--- config.mk ---
export PLATFORM = sky130hd
export DESIGN_NAME = arfr_top
export DESIGN_NICKNAME = d
export VERILOG_FILES = /design/src/design/arfr_fmt.v /design/src/design/arfr_top.v
export VERILOG_INCLUDE_DIRS = /design/src /design/src/design
export SDC_FILE = /design/constraint.sdc
export NUM_CORES = 1
export LEC_CHECK = 0
export BUFFER_PORTS_ARGS = -buffer_cell sky130_fd_sc_hd__buf_4
export CAP_MARGIN = 15
export CELL_PAD_IN_SITES_DETAIL_PLACEMENT = 0
export CELL_PAD_IN_SITES_GLOBAL_PLACEMENT = 1
export CORE_UTILIZATION = 34
export CTS_BUF_LIST = sky130_fd_sc_hd__clkbuf_16
export DETAILED_ROUTE_END_ITERATION = 12
export GPL_TIMING_DRIVEN = 0
export PLACE_DENSITY_LB_ADDON = 0.3
export SLEW_MARGIN = 20
export SYNTH_ARGS = -nofsm -noshare
export SYNTH_HDL_FRONTEND = slang
export SYNTH_HIERARCHICAL = 1
export SYNTH_SLANG_ARGS = --single-unit
--- constraint.sdc ---
create_clock -name aclk -period 2.61 [get_ports aclk]
set_input_delay 0.522 -clock aclk [delete_from_list [all_inputs] [get_ports aclk]]
set_output_delay 0.522 -clock aclk [all_outputs]
set_load 0.03 [all_outputs]
--- src/design/arfr_map.vh ---
// Purpose: Register map, field positions and reset values for the result format block
// Assumes: AXI4-Lite, 32-bit data, one register per aligned word
// Notes: Contract list follows
// Contract
// [RL1] Left justify: result 9..2 into high
// [RL2] Left justify: result 1..0 into low 7..6
// [RL3] Right justify: result 9..8 into high 1..0
// [RL4] Right justify: result 7..0 into low
// [RL5] Software waits acquisition after channel change
// [RL6] Acquisition wait is amplifier, charge, temperature
// [RL7] Unused six bits forced zero on load
// [RL8] Start flag clears when result loads
// [RL9] Result registers writable, keep value over reset
`ifndef ARFR_MAP_VH
`define ARFR_MAP_VH
`define ARFR_OFF_CTRL 4'h0
`define ARFR_OFF_CFG 4'h4
`define ARFR_OFF_RESH 4'h8
`define ARFR_OFF_RESL 4'hc
`define ARFR_OFF_IRQ_STAT 5'h10
`define ARFR_OFF_IRQ_MASK 5'h14
`define ARFR_CTRL_ON 0
`define ARFR_CTRL_GO 1
`define ARFR_CTRL_CHS_LO 2
`define ARFR_CTRL_CHS_HI 6
`define ARFR_CFG_FMT 7
`define ARFR_CFG_MASK 8'hf3
`define ARFR_CTRL_MASK 8'h7f
`define ARFR_RST_BYTE 8'h00
`define ARFR_RESP_OKAY 2'b00
`define ARFR_RESP_SLVERR 2'b10
`define ARFR_ZERO6 6'h00
`define ARFR_IDX_CTRL 3'h0
`define ARFR_IDX_CFG 3'h1
`define ARFR_IDX_RESH 3'h2
`define ARFR_IDX_RESL 3'h3
`define ARFR_IDX_IRQ_STAT 3'h4
`define ARFR_IDX_IRQ_MASK 3'h5
`define ARFR_CFG_CLK_HI 6
`define ARFR_CFG_CLK_LO 4
`define ARFR_CFG_REF_HI 1
`define ARFR_CFG_REF_LO 0
`endif

--- src/design/arfr_fmt.v ---
// Purpose: Justify a 10-bit result into a high/low byte pair
// Assumes: Pure combinational
// Notes: Unused bits always zero, never stale
`include "arfr_map.vh"
module arfr_fmt (
  // Input result
  input wire [9:0] result,
  input wire justify_select,
  // Formatted bytes
  output reg [7:0] high_byte,
  output reg [7:0] low_byte
);
  // Pick layout by justify bit
  always @* begin
    if (justify_select) begin
      high_byte = {`ARFR_ZERO6, result[9:8]}; // see [RL3] see [RL7]
      low_byte = result[7:0]; // see [RL4]
    end else begin
      high_byte = result[9:2]; // see [RL1]
      low_byte = {result[1:0], `ARFR_ZERO6}; // see [RL2] see [RL7]
    end
  end
endmodule // arfr_fmt

--- src/design/arfr_top.v ---
// Purpose: Register side of a 10-bit converter with AXI4-Lite slave
// Assumes: Converter core on aclk; done pulse carries the result
// Notes: Software owns the acquisition wait before setting start
`include "arfr_map.vh"
module arfr_top (
  // Clock and reset
  input wire aclk,
  input wire aresetn,
  // Write address channel
  input wire [31:0] s_axi_awaddr,
  input wire s_axi_awvalid,
  output reg s_axi_awready,
  // Write data channel
  input wire [31:0] s_axi_wdata,
  input wire [3:0] s_axi_wstrb,
  input wire s_axi_wvalid,
  output reg s_axi_wready,
  // Write response
  output reg [1:0] s_axi_bresp,
  output reg s_axi_bvalid,
  input wire s_axi_bready,
  // Read address
  input wire [31:0] s_axi_araddr,
  input wire s_axi_arvalid,
  output reg s_axi_arready,
  // Read data
  output reg [31:0] s_axi_rdata,
  output reg [1:0] s_axi_rresp,
  output reg s_axi_rvalid,
  input wire s_axi_rready,
  // Converter core
  input wire [9:0] conversion_result,
  input wire conv_done,
  output reg conv_start_q,
  output reg converter_enable_q,
  output reg [4:0] channel_select_q,
  output reg [2:0] conversion_clock_select_q,
  output reg [1:0] positive_reference_select_q,
  // Interrupt
  output reg irq_q
);
  reg [7:0] ctrl_q; // Channel control register
  reg [7:0] cfg_q; // Clock and format config register
  reg [7:0] result_high_reg_q; // High result byte
  reg [7:0] result_low_reg_q; // Low result byte
  reg [1:0] irq_stat_q; // Bit0 done, bit1 aborted
  reg [1:0] irq_mask_q; // Same layout as status
  reg aw_got_q; // Write address held
  reg w_got_q; // Write data held
  reg [4:0] awaddr_q; // Captured write byte address, low bits only
  reg [7:0] wbyte_q; // Captured low data byte; upper lanes unused
  reg wstrb0_q; // Low byte lane enable of the captured write
  wire [7:0] fmt_high; // Justified high byte, ready to load
  wire [7:0] fmt_low; // Justified low byte, ready to load
  // Word index of the held write; upper address bits alias onto the map
  wire [2:0] wr_idx = awaddr_q[4:2];
  // Conversion in progress as software sees it
  wire go_now = ctrl_q[`ARFR_CTRL_GO];
  // A held address and data pair, not yet answered
  wire do_write = aw_got_q && w_got_q && !s_axi_bvalid;
  // Registers change only in the answering cycle, low lane only
  wire wr_en = do_write && wstrb0_q;
  // Control register written this cycle
  wire wr_ctrl = wr_en && (wr_idx == `ARFR_IDX_CTRL);
  // Software clearing the go bit terminates early; partial result still loads
  wire go_clear_sw = wr_ctrl && go_now && !wbyte_q[`ARFR_CTRL_GO];
  // Finished or cut conversion both latch the core's present result
  wire load = go_now && (conv_done || go_clear_sw);
  // Finished conversion seen while go is set; a stray done is ignored
  wire done_ok = conv_done && go_now;

  arfr_fmt u_fmt (
    .result(conversion_result),
    .justify_select(cfg_q[`ARFR_CFG_FMT]),
    .high_byte(fmt_high),
    .low_byte(fmt_low)
  );

  // Write channel handshake: address and data taken independently
  always @(posedge aclk) begin
    if (!aresetn) begin
      aw_got_q <= 1'b0;
      w_got_q <= 1'b0;
      s_axi_awready <= 1'b0;
      s_axi_wready <= 1'b0;
      s_axi_bvalid <= 1'b0;
      s_axi_bresp <= `ARFR_RESP_OKAY;
      awaddr_q <= 5'h00;
      wbyte_q <= `ARFR_RST_BYTE;
      wstrb0_q <= 1'b0;
    end else begin
      // Ready pulses once; a second request waits for the answer
      s_axi_awready <= !aw_got_q && !s_axi_awready && s_axi_awvalid;
      s_axi_wready <= !w_got_q && !s_axi_wready && s_axi_wvalid;
      // Capture address on handshake
      if (s_axi_awvalid && s_axi_awready) begin
        aw_got_q <= 1'b1;
        awaddr_q <= s_axi_awaddr[4:0];
      end
      // Capture data on handshake
      if (s_axi_wvalid && s_axi_wready) begin
        w_got_q <= 1'b1;
        wbyte_q <= s_axi_wdata[7:0];
        wstrb0_q <= s_axi_wstrb[0];
      end
      // Respond once both are held
      if (do_write) begin
        s_axi_bvalid <= 1'b1;
        // Word indices past the mask register are refused
        if (wr_idx > `ARFR_IDX_IRQ_MASK)
          s_axi_bresp <= `ARFR_RESP_SLVERR;
        else
          s_axi_bresp <= `ARFR_RESP_OKAY;
      end else if (s_axi_bvalid && s_axi_bready) begin
        s_axi_bvalid <= 1'b0;
        aw_got_q <= 1'b0;
        w_got_q <= 1'b0;
      end
    end
  end

  // Control and config; go clears itself on completion
  always @(posedge aclk) begin
    if (!aresetn) begin
      ctrl_q <= `ARFR_RST_BYTE;
      cfg_q <= `ARFR_RST_BYTE;
      irq_mask_q <= 2'b00;
    end else begin
      // Reserved bits read back as zero through the masks
      if (wr_ctrl)
        ctrl_q <= wbyte_q & `ARFR_CTRL_MASK;
      if (wr_en && wr_idx == `ARFR_IDX_CFG)
        cfg_q <= wbyte_q & `ARFR_CFG_MASK;
      if (wr_en && wr_idx == `ARFR_IDX_IRQ_MASK)
        irq_mask_q <= wbyte_q[1:0];
      // Hardware clear beats a same-cycle software rewrite of go
      if (done_ok)
        ctrl_q[`ARFR_CTRL_GO] <= 1'b0; // see [RL8]
      // Go cannot start while the converter is off
      if (wr_ctrl && !wbyte_q[`ARFR_CTRL_ON])
        ctrl_q[`ARFR_CTRL_GO] <= 1'b0;
    end
  end

  // Result bytes: no reset, so contents survive a bus reset
  always @(posedge aclk) begin
    // A load and a bus write in one cycle: the load wins
    if (load) begin
      result_high_reg_q <= fmt_high; // see [RL1] see [RL3] see [RL8]
      result_low_reg_q <= fmt_low; // see [RL2] see [RL4]
    end else begin
      if (wr_en && wr_idx == `ARFR_IDX_RESH)
        result_high_reg_q <= wbyte_q; // see [RL9]
      if (wr_en && wr_idx == `ARFR_IDX_RESL)
        result_low_reg_q <= wbyte_q; // see [RL9]
    end
  end

  // Sticky events; set wins over write-one-to-clear
  always @(posedge aclk) begin
    if (!aresetn) begin
      irq_stat_q <= 2'b00;
      irq_q <= 1'b0;
    end else begin
      // An event in the clearing cycle survives the clear
      if (wr_en && wr_idx == `ARFR_IDX_IRQ_STAT)
        irq_stat_q <= (irq_stat_q & ~wbyte_q[1:0]) | {go_clear_sw, done_ok};
      else
        irq_stat_q <= irq_stat_q | {go_clear_sw, done_ok};
      // Pin follows status and mask one cycle late
      irq_q <= |(irq_stat_q & irq_mask_q);
    end
  end

  // Core-facing outputs from flops
  always @(posedge aclk) begin
    if (!aresetn) begin
      conv_start_q <= 1'b0;
      converter_enable_q <= 1'b0;
      channel_select_q <= 5'h00;
      conversion_clock_select_q <= 3'h0;
      positive_reference_select_q <= 2'h0;
    end else begin
      // Start level; software alone ensures the acquisition wait,
      // so an early go converts an input that has not settled
      conv_start_q <= go_now && ctrl_q[`ARFR_CTRL_ON] && !conv_done;
      converter_enable_q <= ctrl_q[`ARFR_CTRL_ON];
      channel_select_q <= ctrl_q[`ARFR_CTRL_CHS_HI:`ARFR_CTRL_CHS_LO];
      conversion_clock_select_q <= cfg_q[`ARFR_CFG_CLK_HI:`ARFR_CFG_CLK_LO];
      positive_reference_select_q <= cfg_q[`ARFR_CFG_REF_HI:`ARFR_CFG_REF_LO];
    end
  end

  // Read channel: one-cycle accept, data next cycle
  always @(posedge aclk) begin
    if (!aresetn) begin
      s_axi_arready <= 1'b0;
      s_axi_rvalid <= 1'b0;
      s_axi_rdata <= 32'h0;
      s_axi_rresp <= `ARFR_RESP_OKAY;
    end else begin
      s_axi_arready <= !s_axi_arready && !s_axi_rvalid && s_axi_arvalid;
      if (s_axi_arvalid && s_axi_arready) begin
        s_axi_rvalid <= 1'b1;
        s_axi_rresp <= `ARFR_RESP_OKAY;
        // Upper address bits are not decoded, so the map repeats
        case (s_axi_araddr[4:2])
          `ARFR_IDX_CTRL: s_axi_rdata <= {24'h0, ctrl_q};
          `ARFR_IDX_CFG: s_axi_rdata <= {24'h0, cfg_q};
          `ARFR_IDX_RESH: s_axi_rdata <= {24'h0, result_high_reg_q};
          `ARFR_IDX_RESL: s_axi_rdata <= {24'h0, result_low_reg_q};
          `ARFR_IDX_IRQ_STAT: s_axi_rdata <= {30'h0, irq_stat_q};
          `ARFR_IDX_IRQ_MASK: s_axi_rdata <= {30'h0, irq_mask_q};
          default: begin
            s_axi_rdata <= 32'h0;
            s_axi_rresp <= `ARFR_RESP_SLVERR;
          end
        endcase
      end else if (s_axi_rvalid && s_axi_rready) begin
        s_axi_rvalid <= 1'b0;
      end
    end
  end
endmodule // arfr_top

==> flow_summary.json, run 1 <==
{
  "outcome": "complete, no violations",
  "root_buffer": "clkbuf_16",
  "critPathKind": "reg2reg",
  "synth-main-ff-cell": "dfxtp_1",
  "start_util_pct": 35.4,
  "layout_commonest_cell": "buf_4",
  "setup_viol": 0,
  "grt_pass1_vias": 2378,
  "worst_pin_slew_ns": 0.932,
  "synth_area_um2": 3470,
  "period_share_pct": 86.0,
  "grt_first_pass_wirelength_um": 12000,
  "n_fill_cell": 998,
  "fp.dieH_um": 103,
  "ff2ff_path_depth": 3,
  "end_kind": "register",
  "hold_ws_ns": 0.431,
  "wl_met1_um": 3480,
  "slew_headroom_pct": 37.6,
  "slowest_delay_ns": 0.69,
  "min_path_type": "in2reg",
  "crit_chain": "nand4b_2, or4b_2, o211ai_1",
  "io_pins": 172,
  "worstPathArrival_ns": 2.19,
  "ir_worst_vdd_uv": 311,
  "coreArea_um2": 9820,
  "crit_path_top_delay_cell": "or4b_2",
  "cts.clk_slew.worst_paths_ns": 0.06,
  "rows": 36,
  "slew_viol_final": 0,
  "gp_congestion": 0.782,
  "finalNetCount": 543,
  "grt_max_degree": 14,
  "port_buffers": 59,
  "worst-path-buf-inv": 0,
  "cts.sinks": 75,
  "async_flop_share_pct": 0,
  "numCtsBuffers": 9,
  "cts_hold_buffers": 0,
  "netlist_instances": 330,
  "cts_tree": "done",
  "die_area_um2": 10600,
  "grt-ovfl-total": 0,
  "post_drt_wl_per_cell_um": 13.5,
  "drt-total-wl_um": 7630,
  "cts.repair.resized": 0,
  "powerDensity_nw_per_um2": 603,
  "top_layer": "met4",
  "fin_util_pct": 45.8,
  "wl_met2_um": 3710,
  "r2r_slack_ns": 0.37,
  "drive_gt1_share_pct": 32.3,
  "layout_common_cells": "buf_4 (85), nand2_1 (60), dfxtp_1 (59)",
  "finalHoldViolCount": 0,
  "max_freq_ghz": 0.445,
  "multi_input_comb_area_um2": 1570,
  "skew_ns": 0.00699,
  "power.leakage_uw": 0.00196,
  "worst_path_dominant_cell_family": "simple AND/OR/NAND/NOR gates",
  "crit_fanout": 10,
  "rsz0062_at_grt": "no",
  "worstSetupStartpointType": "register",
  "synth.distinct_cells": 45,
  "antenna_cells": 0,
  "ff_latch_area_um2": 1660,
  "yosys_warnings": 6,
  "vias": 2515,
  "dr.pass1.iters": 4,
  "dp_hpwl_um": 5650,
  "avgSynthCellArea_um2": 10.5,
  "ant_nets": 0,
  "clockBufferDepth": 2,
  "htree_levels": 3,
  "layout_setup_ws_ns": 0.365,
  "hold_depth": 2,
  "clkLatencyLatePin_ns": 0.33,
  "fin_crit_ns": 2.24,
  "ys_seq_area_share_pct": 47.8,
  "antenna_found_initial": 0,
  "required_ns": 2.56,
  "die_w_um": 103,
  "critical_path_depth": 3,
  "route.met3.wl_um": 405,
  "place_ws_ns": 0.370,
  "grtUsageTotal_pct": 15.5,
  "ys_ff_latch": 75,
  "drtIter0Drc": 90,
  "post-route-drc-count": 0,
  "setup_tns_ns": 0,
  "synth_enable_flop_cells": 16,
  "cap_violations": 0,
  "cts_setup_buffers": 0,
  "via_per_inst": 4.47,
  "area_growth_pct": 29.5
}
==> layout make-up <==
type	count	share of cell area (%)
multi-input combinational	225	34.9
inverter	13	1.09
buffer	42	6.57
sequential	75	37.0
tap	133	3.70
timing repair buffer	59	9.85
clock buffer	10	5.56
clock inverter	6	1.36
==> final timing paths <==
check / to / start
min reg2reg: s_axi_arready$_SDFF_PN0_ / s_axi_rvalid$_SDFFE_PN0P_
min: conv_start_q$_SDFF_PN0_ / conv_done
max: result_high_reg_q[2]$_DFFE_PP_ / s_axi_bvalid$_SDFFE_PN0P_
max reg2reg: result_high_reg_q[2]$_DFFE_PP_ / s_axi_bvalid$_SDFFE_PN0P_
==> Yosys cell counts, types with 2 or more instances <==
| library cell | number | area share (%) |
|---|---|---|
| nand2_1 | 60 | 6.5 |
| dfxtp_1 | 59 | 34 |
| buf_4 | 26 | 5.6 |
| mux2i_1 | 21 | 6.1 |
| a21boi_0 | 17 | 3.7 |
| edfxtp_1 | 16 | 14 |
| mux2_4 | 14 | 6.1 |
| inv_1 | 13 | 1.4 |
| clkbuf_1 | 10 | 1.1 |
| nand3_1 | 9 | 1.3 |
| nor2b_1 | 9 | 1.6 |
| and2_1 | 8 | 1.4 |
| mux2_2 | 8 | 2.6 |
| a32o_1 | 6 | 1.7 |
| o21ai_0 | 5 | 0.72 |
| nor3_1 | 4 | 0.58 |
| a22oi_1 | 3 | 0.65 |
| buf_6 | 3 | 0.97 |
| mux4_2 | 3 | 1.9 |
| nand2b_1 | 3 | 0.54 |
| nor2_1 | 3 | 0.32 |
| o211ai_1 | 3 | 0.65 |
| a31oi_1 | 2 | 0.36 |
| nand3b_1 | 2 | 0.43 |
| nor3b_1 | 2 | 0.43 |
| or3_1 | 2 | 0.36 |
==> logic make-up after synthesis <==
group | synth area share [%]
AOI/OAI and AO/OA | 9.51
buffers and inverters | 9.91
DFF | 47.8
muxes | 16.6
other | 0.108
and+or+nand+nor | 16.0
==> registers in the layout, indices dropped and copies added (netlist names), 2 cells and up <==
signal and flops:
conversion_clock_select_q 3, s_axi_rdata 8, cfg_q 6, result_low_reg_q 8, awaddr_q 3, irq_stat_q 2, channel_select_q 5, ctrl_q 7
wbyte_q 8, result_high_reg_q 8, positive_reference_select_q 2, irq_mask_q 2
==> worst register-to-register path: stages, from the launching register on <==
cell	delay (ns)
dfxtp_1	0.34
nand4b_2	0.40
or4b_2	0.70
o211ai_1	0.43
==> routing by layer <==
| metal | vias to the layer above | track usage [%] |
|---|---|---|
| li1 | 1292 | - |
| met1 | 1149 | 19.1 |
| met2 | 72 | 26.5 |
| met3 | 2 | 4.95 |
| met4 | 0 | 3.25 |
| met5 | - | 0 |
==> metrics by stage <==
step | cell area [um^2] | total power (uW) | cells
after floorplan | 3570 | 1390 | 355
after global placement | 4180 | 1470 | 547
after detailed placement | 4190 | 1470 | 547
after CTS | 4500 | 2740 | 563
after global routing | 4500 | 2820 | 563
final | 4500 | 2710 | 563
==> power breakdown <==
part / total [uW] / switching, uW / internal (uW)
clock: 1260 / 466 / 796
sequential: 1210 / 15.8 / 1200
combinational: 237 / 133 / 104
Note: power is estimated with default switching activity, not from simulation.
==> run 2: changes to the inputs <==
==> constraint.sdc (replaced) <==
create_clock -name aclk -period 2.1 [get_ports aclk]
set_input_delay 0.42 -clock aclk [delete_from_list [all_inputs] [get_ports aclk]]
set_output_delay 0.42 -clock aclk [all_outputs]
set_load 0.03 [all_outputs]
==> flow_summary.json, run 2 (same netlist as run 1, synthesis figures left out) <==
{
  "port_buffers": 59,
  "period_share_pct": 96.8,
  "grt_first_pass_wirelength_um": 12300,
  "antenna_cells": 0,
  "grt_pass1_vias": 2430,
  "clockBufferDepth": 2,
  "skew_ns": 0.00648,
  "drt-total-wl_um": 7730,
  "drive_gt1_share_pct": 34.5,
  "required_ns": 2.17,
  "antenna_found_initial": 0,
  "finalHoldViolCount": 0,
  "ir_worst_vdd_uv": 386,
  "drtIter0Drc": 87,
  "power.leakage_uw": 0.00203,
  "grt-ovfl-total": 0,
  "busiest_layer": "met2",
  "start_util_pct": 35.4,
  "coreArea_um2": 9820,
  "via_per_inst": 4.44,
  "rows": 36,
  "crit_fanout": 6,
  "grtUsageTotal_pct": 15.8,
  "layout_setup_ws_ns": 0.0664,
  "powerDensity_nw_per_um2": 730,
  "met3_usage_pct": 4.95,
  "io_pins": 172,
  "worstPathArrival_ns": 2.11,
  "use_met2_pct": 26.8,
  "cts_tree": "done",
  "worstSetupStartpointType": "register",
  "numCtsBuffers": 9,
  "hold_ws_ns": 0.330,
  "worst_pin_slew_ns": 0.773,
  "setup_tns_ns": 0,
  "ant_nets": 0,
  "p_total_uw": 3370,
  "root_buffer": "clkbuf_16",
  "end_kind": "register",
  "fin_crit_ns": 2.03,
  "max_freq_ghz": 0.492,
  "setup_viol": 0,
  "cts_hold_buffers": 0,
  "cts.clk_slew.worst_paths_ns": 0.06,
  "cap_violations": 0,
  "fp.dieH_um": 103,
  "post_drt_wl_per_cell_um": 13.5,
  "die_w_um": 103,
  "cts.sinks": 75,
  "fin_util_pct": 47.0,
  "outcome": "complete, no violations",
  "finalNetCount": 551,
  "htree_levels": 3,
  "min_path_type": "in2reg",
  "area_growth_pct": 32.9,
  "slew_viol_final": 0,
  "clkLatencyLatePin_ns": 0.33,
  "grt_util_met1_pct": 19.6,
  "grt_max_degree": 14,
  "n_fill_cell": 983,
  "place_ws_ns": -0.140,
  "rsz0062_at_grt": "no",
  "dp_hpwl_um": 5650,
  "critPathKind": "reg2reg",
  "layout_common_cells": "buf_4 (91), nand2_1 (60), dfxtp_1 (57)",
  "vias": 2537,
  "post-route-drc-count": 0,
  "die_area_um2": 10600,
  "gp_congestion": 0.782,
  "layout_commonest_cell": "buf_4",
  "slew_headroom_pct": 48.1,
  "dr.pass1.iters": 4
}
## run 2: layer usage
| layer | share of wire (%) | routed length, um | up-vias |
|---|---|---|---|
| li1 | - | - | 1307 |
| met4 | 0.38 | 29 | 0 |
| met1 | 47 | 3590 | 1161 |
| met5 | 0 | 0 | - |
| met3 | 4.9 | 375 | 2 |
| met2 | 48 | 3730 | 67 |
## run 2: power breakdown
group / internal [uW] / switching [uW] / total (uW)
clock network: 989 / 578 / 1570
logic: 130 / 167 / 297
registers: 1480 / 19.4 / 1500
total: 2600 / 765 / 3370
## run 2: path summary, 6_finish.rpt
kind | startpoint | endpoint | slack (ns) | cells past startpoint
setup / recovery | wbyte_q[1]$_SDFFE_PN0P_ | result_high_reg_q[2]$_DFFE_PP_ | 0.07 | 4
hold / removal | conv_done | conv_start_q$_SDFF_PN0_ | 0.33 | 2
setup reg to reg | wbyte_q[1]$_SDFFE_PN0P_ | result_high_reg_q[2]$_DFFE_PP_ | 0.07 | 4
hold reg to reg | s_axi_rvalid$_SDFFE_PN0P_ | s_axi_arready$_SDFF_PN0_ | 0.45 | 1
## run 2: metrics by stage
step	std cells	area, um^2
6_report	571	4620
5_1_grt	571	4620
4_1_cts	571	4610
3_5_place_dp	547	4190
3_3_place_gp	547	4180
2_1_floorplan	355	3570
## run 2: layout make-up
class	count	area [um^2]	area share (%)
Sequential cell	75	1670	36.2
Clock inverter	6	61.3	1.33
Timing Repair Buffer	67	541	11.7
Tap cell	133	166	3.61
Clock buffer	10	250	5.42
Buffer	42	297	6.42
Inverter	13	48.8	1.06
Multi-Input combinational cell	225	1580	34.3
## run 2: worst max-delay path, cell delays in order, from the launching register on
cell,delay (ns)
dfxtp_4,0.37
or4b_4,0.54
o31ai_4,0.26
bufbuf_16,0.32
mux2_4,0.29
## run 2: what timing repair did
action                                  CTS  global route
endpoints found under the setup margin   26            21
buffers inserted                          7             0
pin swaps                                 2             1
resized for setup                         5             3
cloned                                    1             0
==> run 3: changes to the inputs <==
==> constraint.sdc (replaced) <==
create_clock -name aclk -period 1.9 [get_ports aclk]
set_input_delay 0.38 -clock aclk [delete_from_list [all_inputs] [get_ports aclk]]
set_output_delay 0.38 -clock aclk [all_outputs]
set_load 0.03 [all_outputs]
==> flow_summary.json, run 3 (same netlist as run 1, synthesis figures left out) <==
{
  "min_path_type": "in2reg",
  "layout_setup_ws_ns": -0.0517,
  "clkLatencyLatePin_ns": 0.33,
  "fp.dieH_um": 103,
  "powerDensity_nw_per_um2": 778,
  "dp.cells": 547,
  "cts.clk_slew.worst_paths_ns": 0.06,
  "antenna_cells": 0,
  "grtUsageTotal_pct": 15.5,
  "drt-total-wl_um": 7810,
  "start_util_pct": 35.4,
  "die_w_um": 103,
  "startpoint": "wbyte_q[1]$_SDFFE_PN0P_",
  "grt_first_pass_wirelength_um": 12100,
  "slew_headroom_pct": 49.9,
  "rows": 36,
  "cts_hold_buffers": 0,
  "crit_fanout": 5,
  "cap_violations": 0,
  "vias": 2597,
  "n_fill_cell": 985,
  "layout_common_cells": "buf_4 (91), nand2_1 (60), dfxtp_1 (53)",
  "rsz0062_at_grt": "yes",
  "crit_end": "result_low_reg_q[4]$_DFFE_PP_",
  "setup_viol": 14,
  "hold_depth": 3,
  "postPlaceCellArea_um2": 4200,
  "violations": "setup timing",
  "dr.pass1.iters": 4,
  "numCtsBuffers": 9,
  "critPathKind": "reg2reg",
  "slew_viol_final": 0,
  "fin_cells": 571,
  "worstSetupStartpointType": "register",
  "end_kind": "register",
  "cts.sinks": 75,
  "post_drt_wl_per_cell_um": 13.7,
  "finalNetCount": 552,
  "drtIter0Drc": 155,
  "ant_nets": 0,
  "finalInstanceArea_um2": 4600,
  "period_share_pct": 103,
  "outcome": "complete, but fails checks",
  "worst_pin_slew_ns": 0.746,
  "antenna_found_initial": 0,
  "layout_commonest_cell": "buf_4",
  "dp_hpwl_um": 5680,
  "r2r_slack_ns": -0.05,
  "root_buffer": "clkbuf_16",
  "hold_ws_ns": 0.285,
  "required_ns": 1.98,
  "fin_crit_ns": 1.95,
  "cts_tree": "done",
  "coreArea_um2": 9820,
  "power.leakage_uw": 0.00201,
  "grt_pass1_vias": 2339,
  "multi_input_comb_area_um2": 1610,
  "gp_congestion": 0.780,
  "grt_max_degree": 13,
  "r2r_end": "result_low_reg_q[4]$_DFFE_PP_",
  "worstPathArrival_ns": 2.03,
  "clockBufferDepth": 2,
  "port_buffers": 59,
  "post-route-drc-count": 0,
  "htree_levels": 3,
  "ff2ff_path_depth": 4,
  "r2r_start": "wbyte_q[1]$_SDFFE_PN0P_",
  "die_area_um2": 10600,
  "via_per_inst": 4.55,
  "skew_ns": 0.00816,
  "io_pins": 172,
  "ir_worst_vdd_uv": 399,
  "drive_gt1_share_pct": 35.4,
  "ff_latch_area_um2": 1680,
  "area_growth_pct": 32.3,
  "max_freq_ghz": 0.512,
  "grt-ovfl-total": 0,
  "finalHoldViolCount": 0
}
[run 3: cell types whose count changed in the layout (fill, tap and decap cells not counted), sizes merged]
cell      delta
clkinv       -1
buf          +2
clkinvlp     +1
bufbuf       -1
bufinv       -1
[run 3: routing by layer]
metal,global-route usage [%],vias up,part of all wire [%]
li1,-,1313,-
met1,19.5,1198,46
met2,26.4,77,48
met3,3.53,9,4.5
met4,5.20,0,1.3
met5,0,-,0
[run 3: repair_timing]
| action | 4_1_cts | 5_1_grt |
|---|---|---|
| setup buffers | 11 | 0 |
| gates resized for setup | 13 | 7 |
| endpoints found under the setup margin | 30 | 30 |
| pin swaps | 3 | 2 |
| gates cloned | 1 | 0 |
[run 3: final cells by class]
type                       instances  share of cell area [%]
multi-input combinational        225                    34.9
clock buffer                      10                    5.44
tap                              133                    3.62
timing repair buffer              69                    11.8
inverter                          13                    1.06
sequential                        75                    36.5
buffer                            41                    6.07
clock inverter                     5                   0.626
[run 3: worst max-delay path, stage by stage (launching register included)]
cell and delay [ns]:
dfxtp_4 0.35, or4b_4 0.55, o31ai_4 0.30, buf_6 0.19
mux2_4 0.31
[run 3: worst min path at each step]
stage / startpoint / end / slack, ns
5_1_grt: conv_done / conv_start_q$_SDFF_PN0_ / 0.28
4_1_cts: conv_done / conv_start_q$_SDFF_PN0_ / 0.28
2_1_floorplan: cfg_q[4]$_SDFFE_PN0P_ / conversion_clock_select_q[0]$_SDFF_PN0_ / 0.42
6_report: s_axi_wvalid / s_axi_wready$_SDFF_PN0_ / 0.28
3_5_place_dp: s_axi_rvalid$_SDFFE_PN0P_ / s_axi_arready$_SDFF_PN0_ / 0.45
3_3_place_gp: s_axi_rvalid$_SDFFE_PN0P_ / s_axi_arready$_SDFF_PN0_ / 0.44
[run 3: through the flow]
stage	total power, uW	utilization (%)	setup slack (ns)	TNS, ns
5_1_grt	3690	46.8	-0.100	-1.42
3_3_place_gp	2020	42.7	-0.294	-7.20
2_1_floorplan	1910	-	-0.0468	-0.468
6_report	3570	46.8	-0.0517	-0.488
3_5_place_dp	2020	42.8	-0.311	-6.90
4_1_cts	3600	47.2	-0.133	-1.70
[run 3: report_power, final]
part | internal [uW] | total (uW) | switching (uW)
Clock | 947 | 1580 | 636
Combinational | 146 | 332 | 186
Sequential | 1640 | 1660 | 20.4
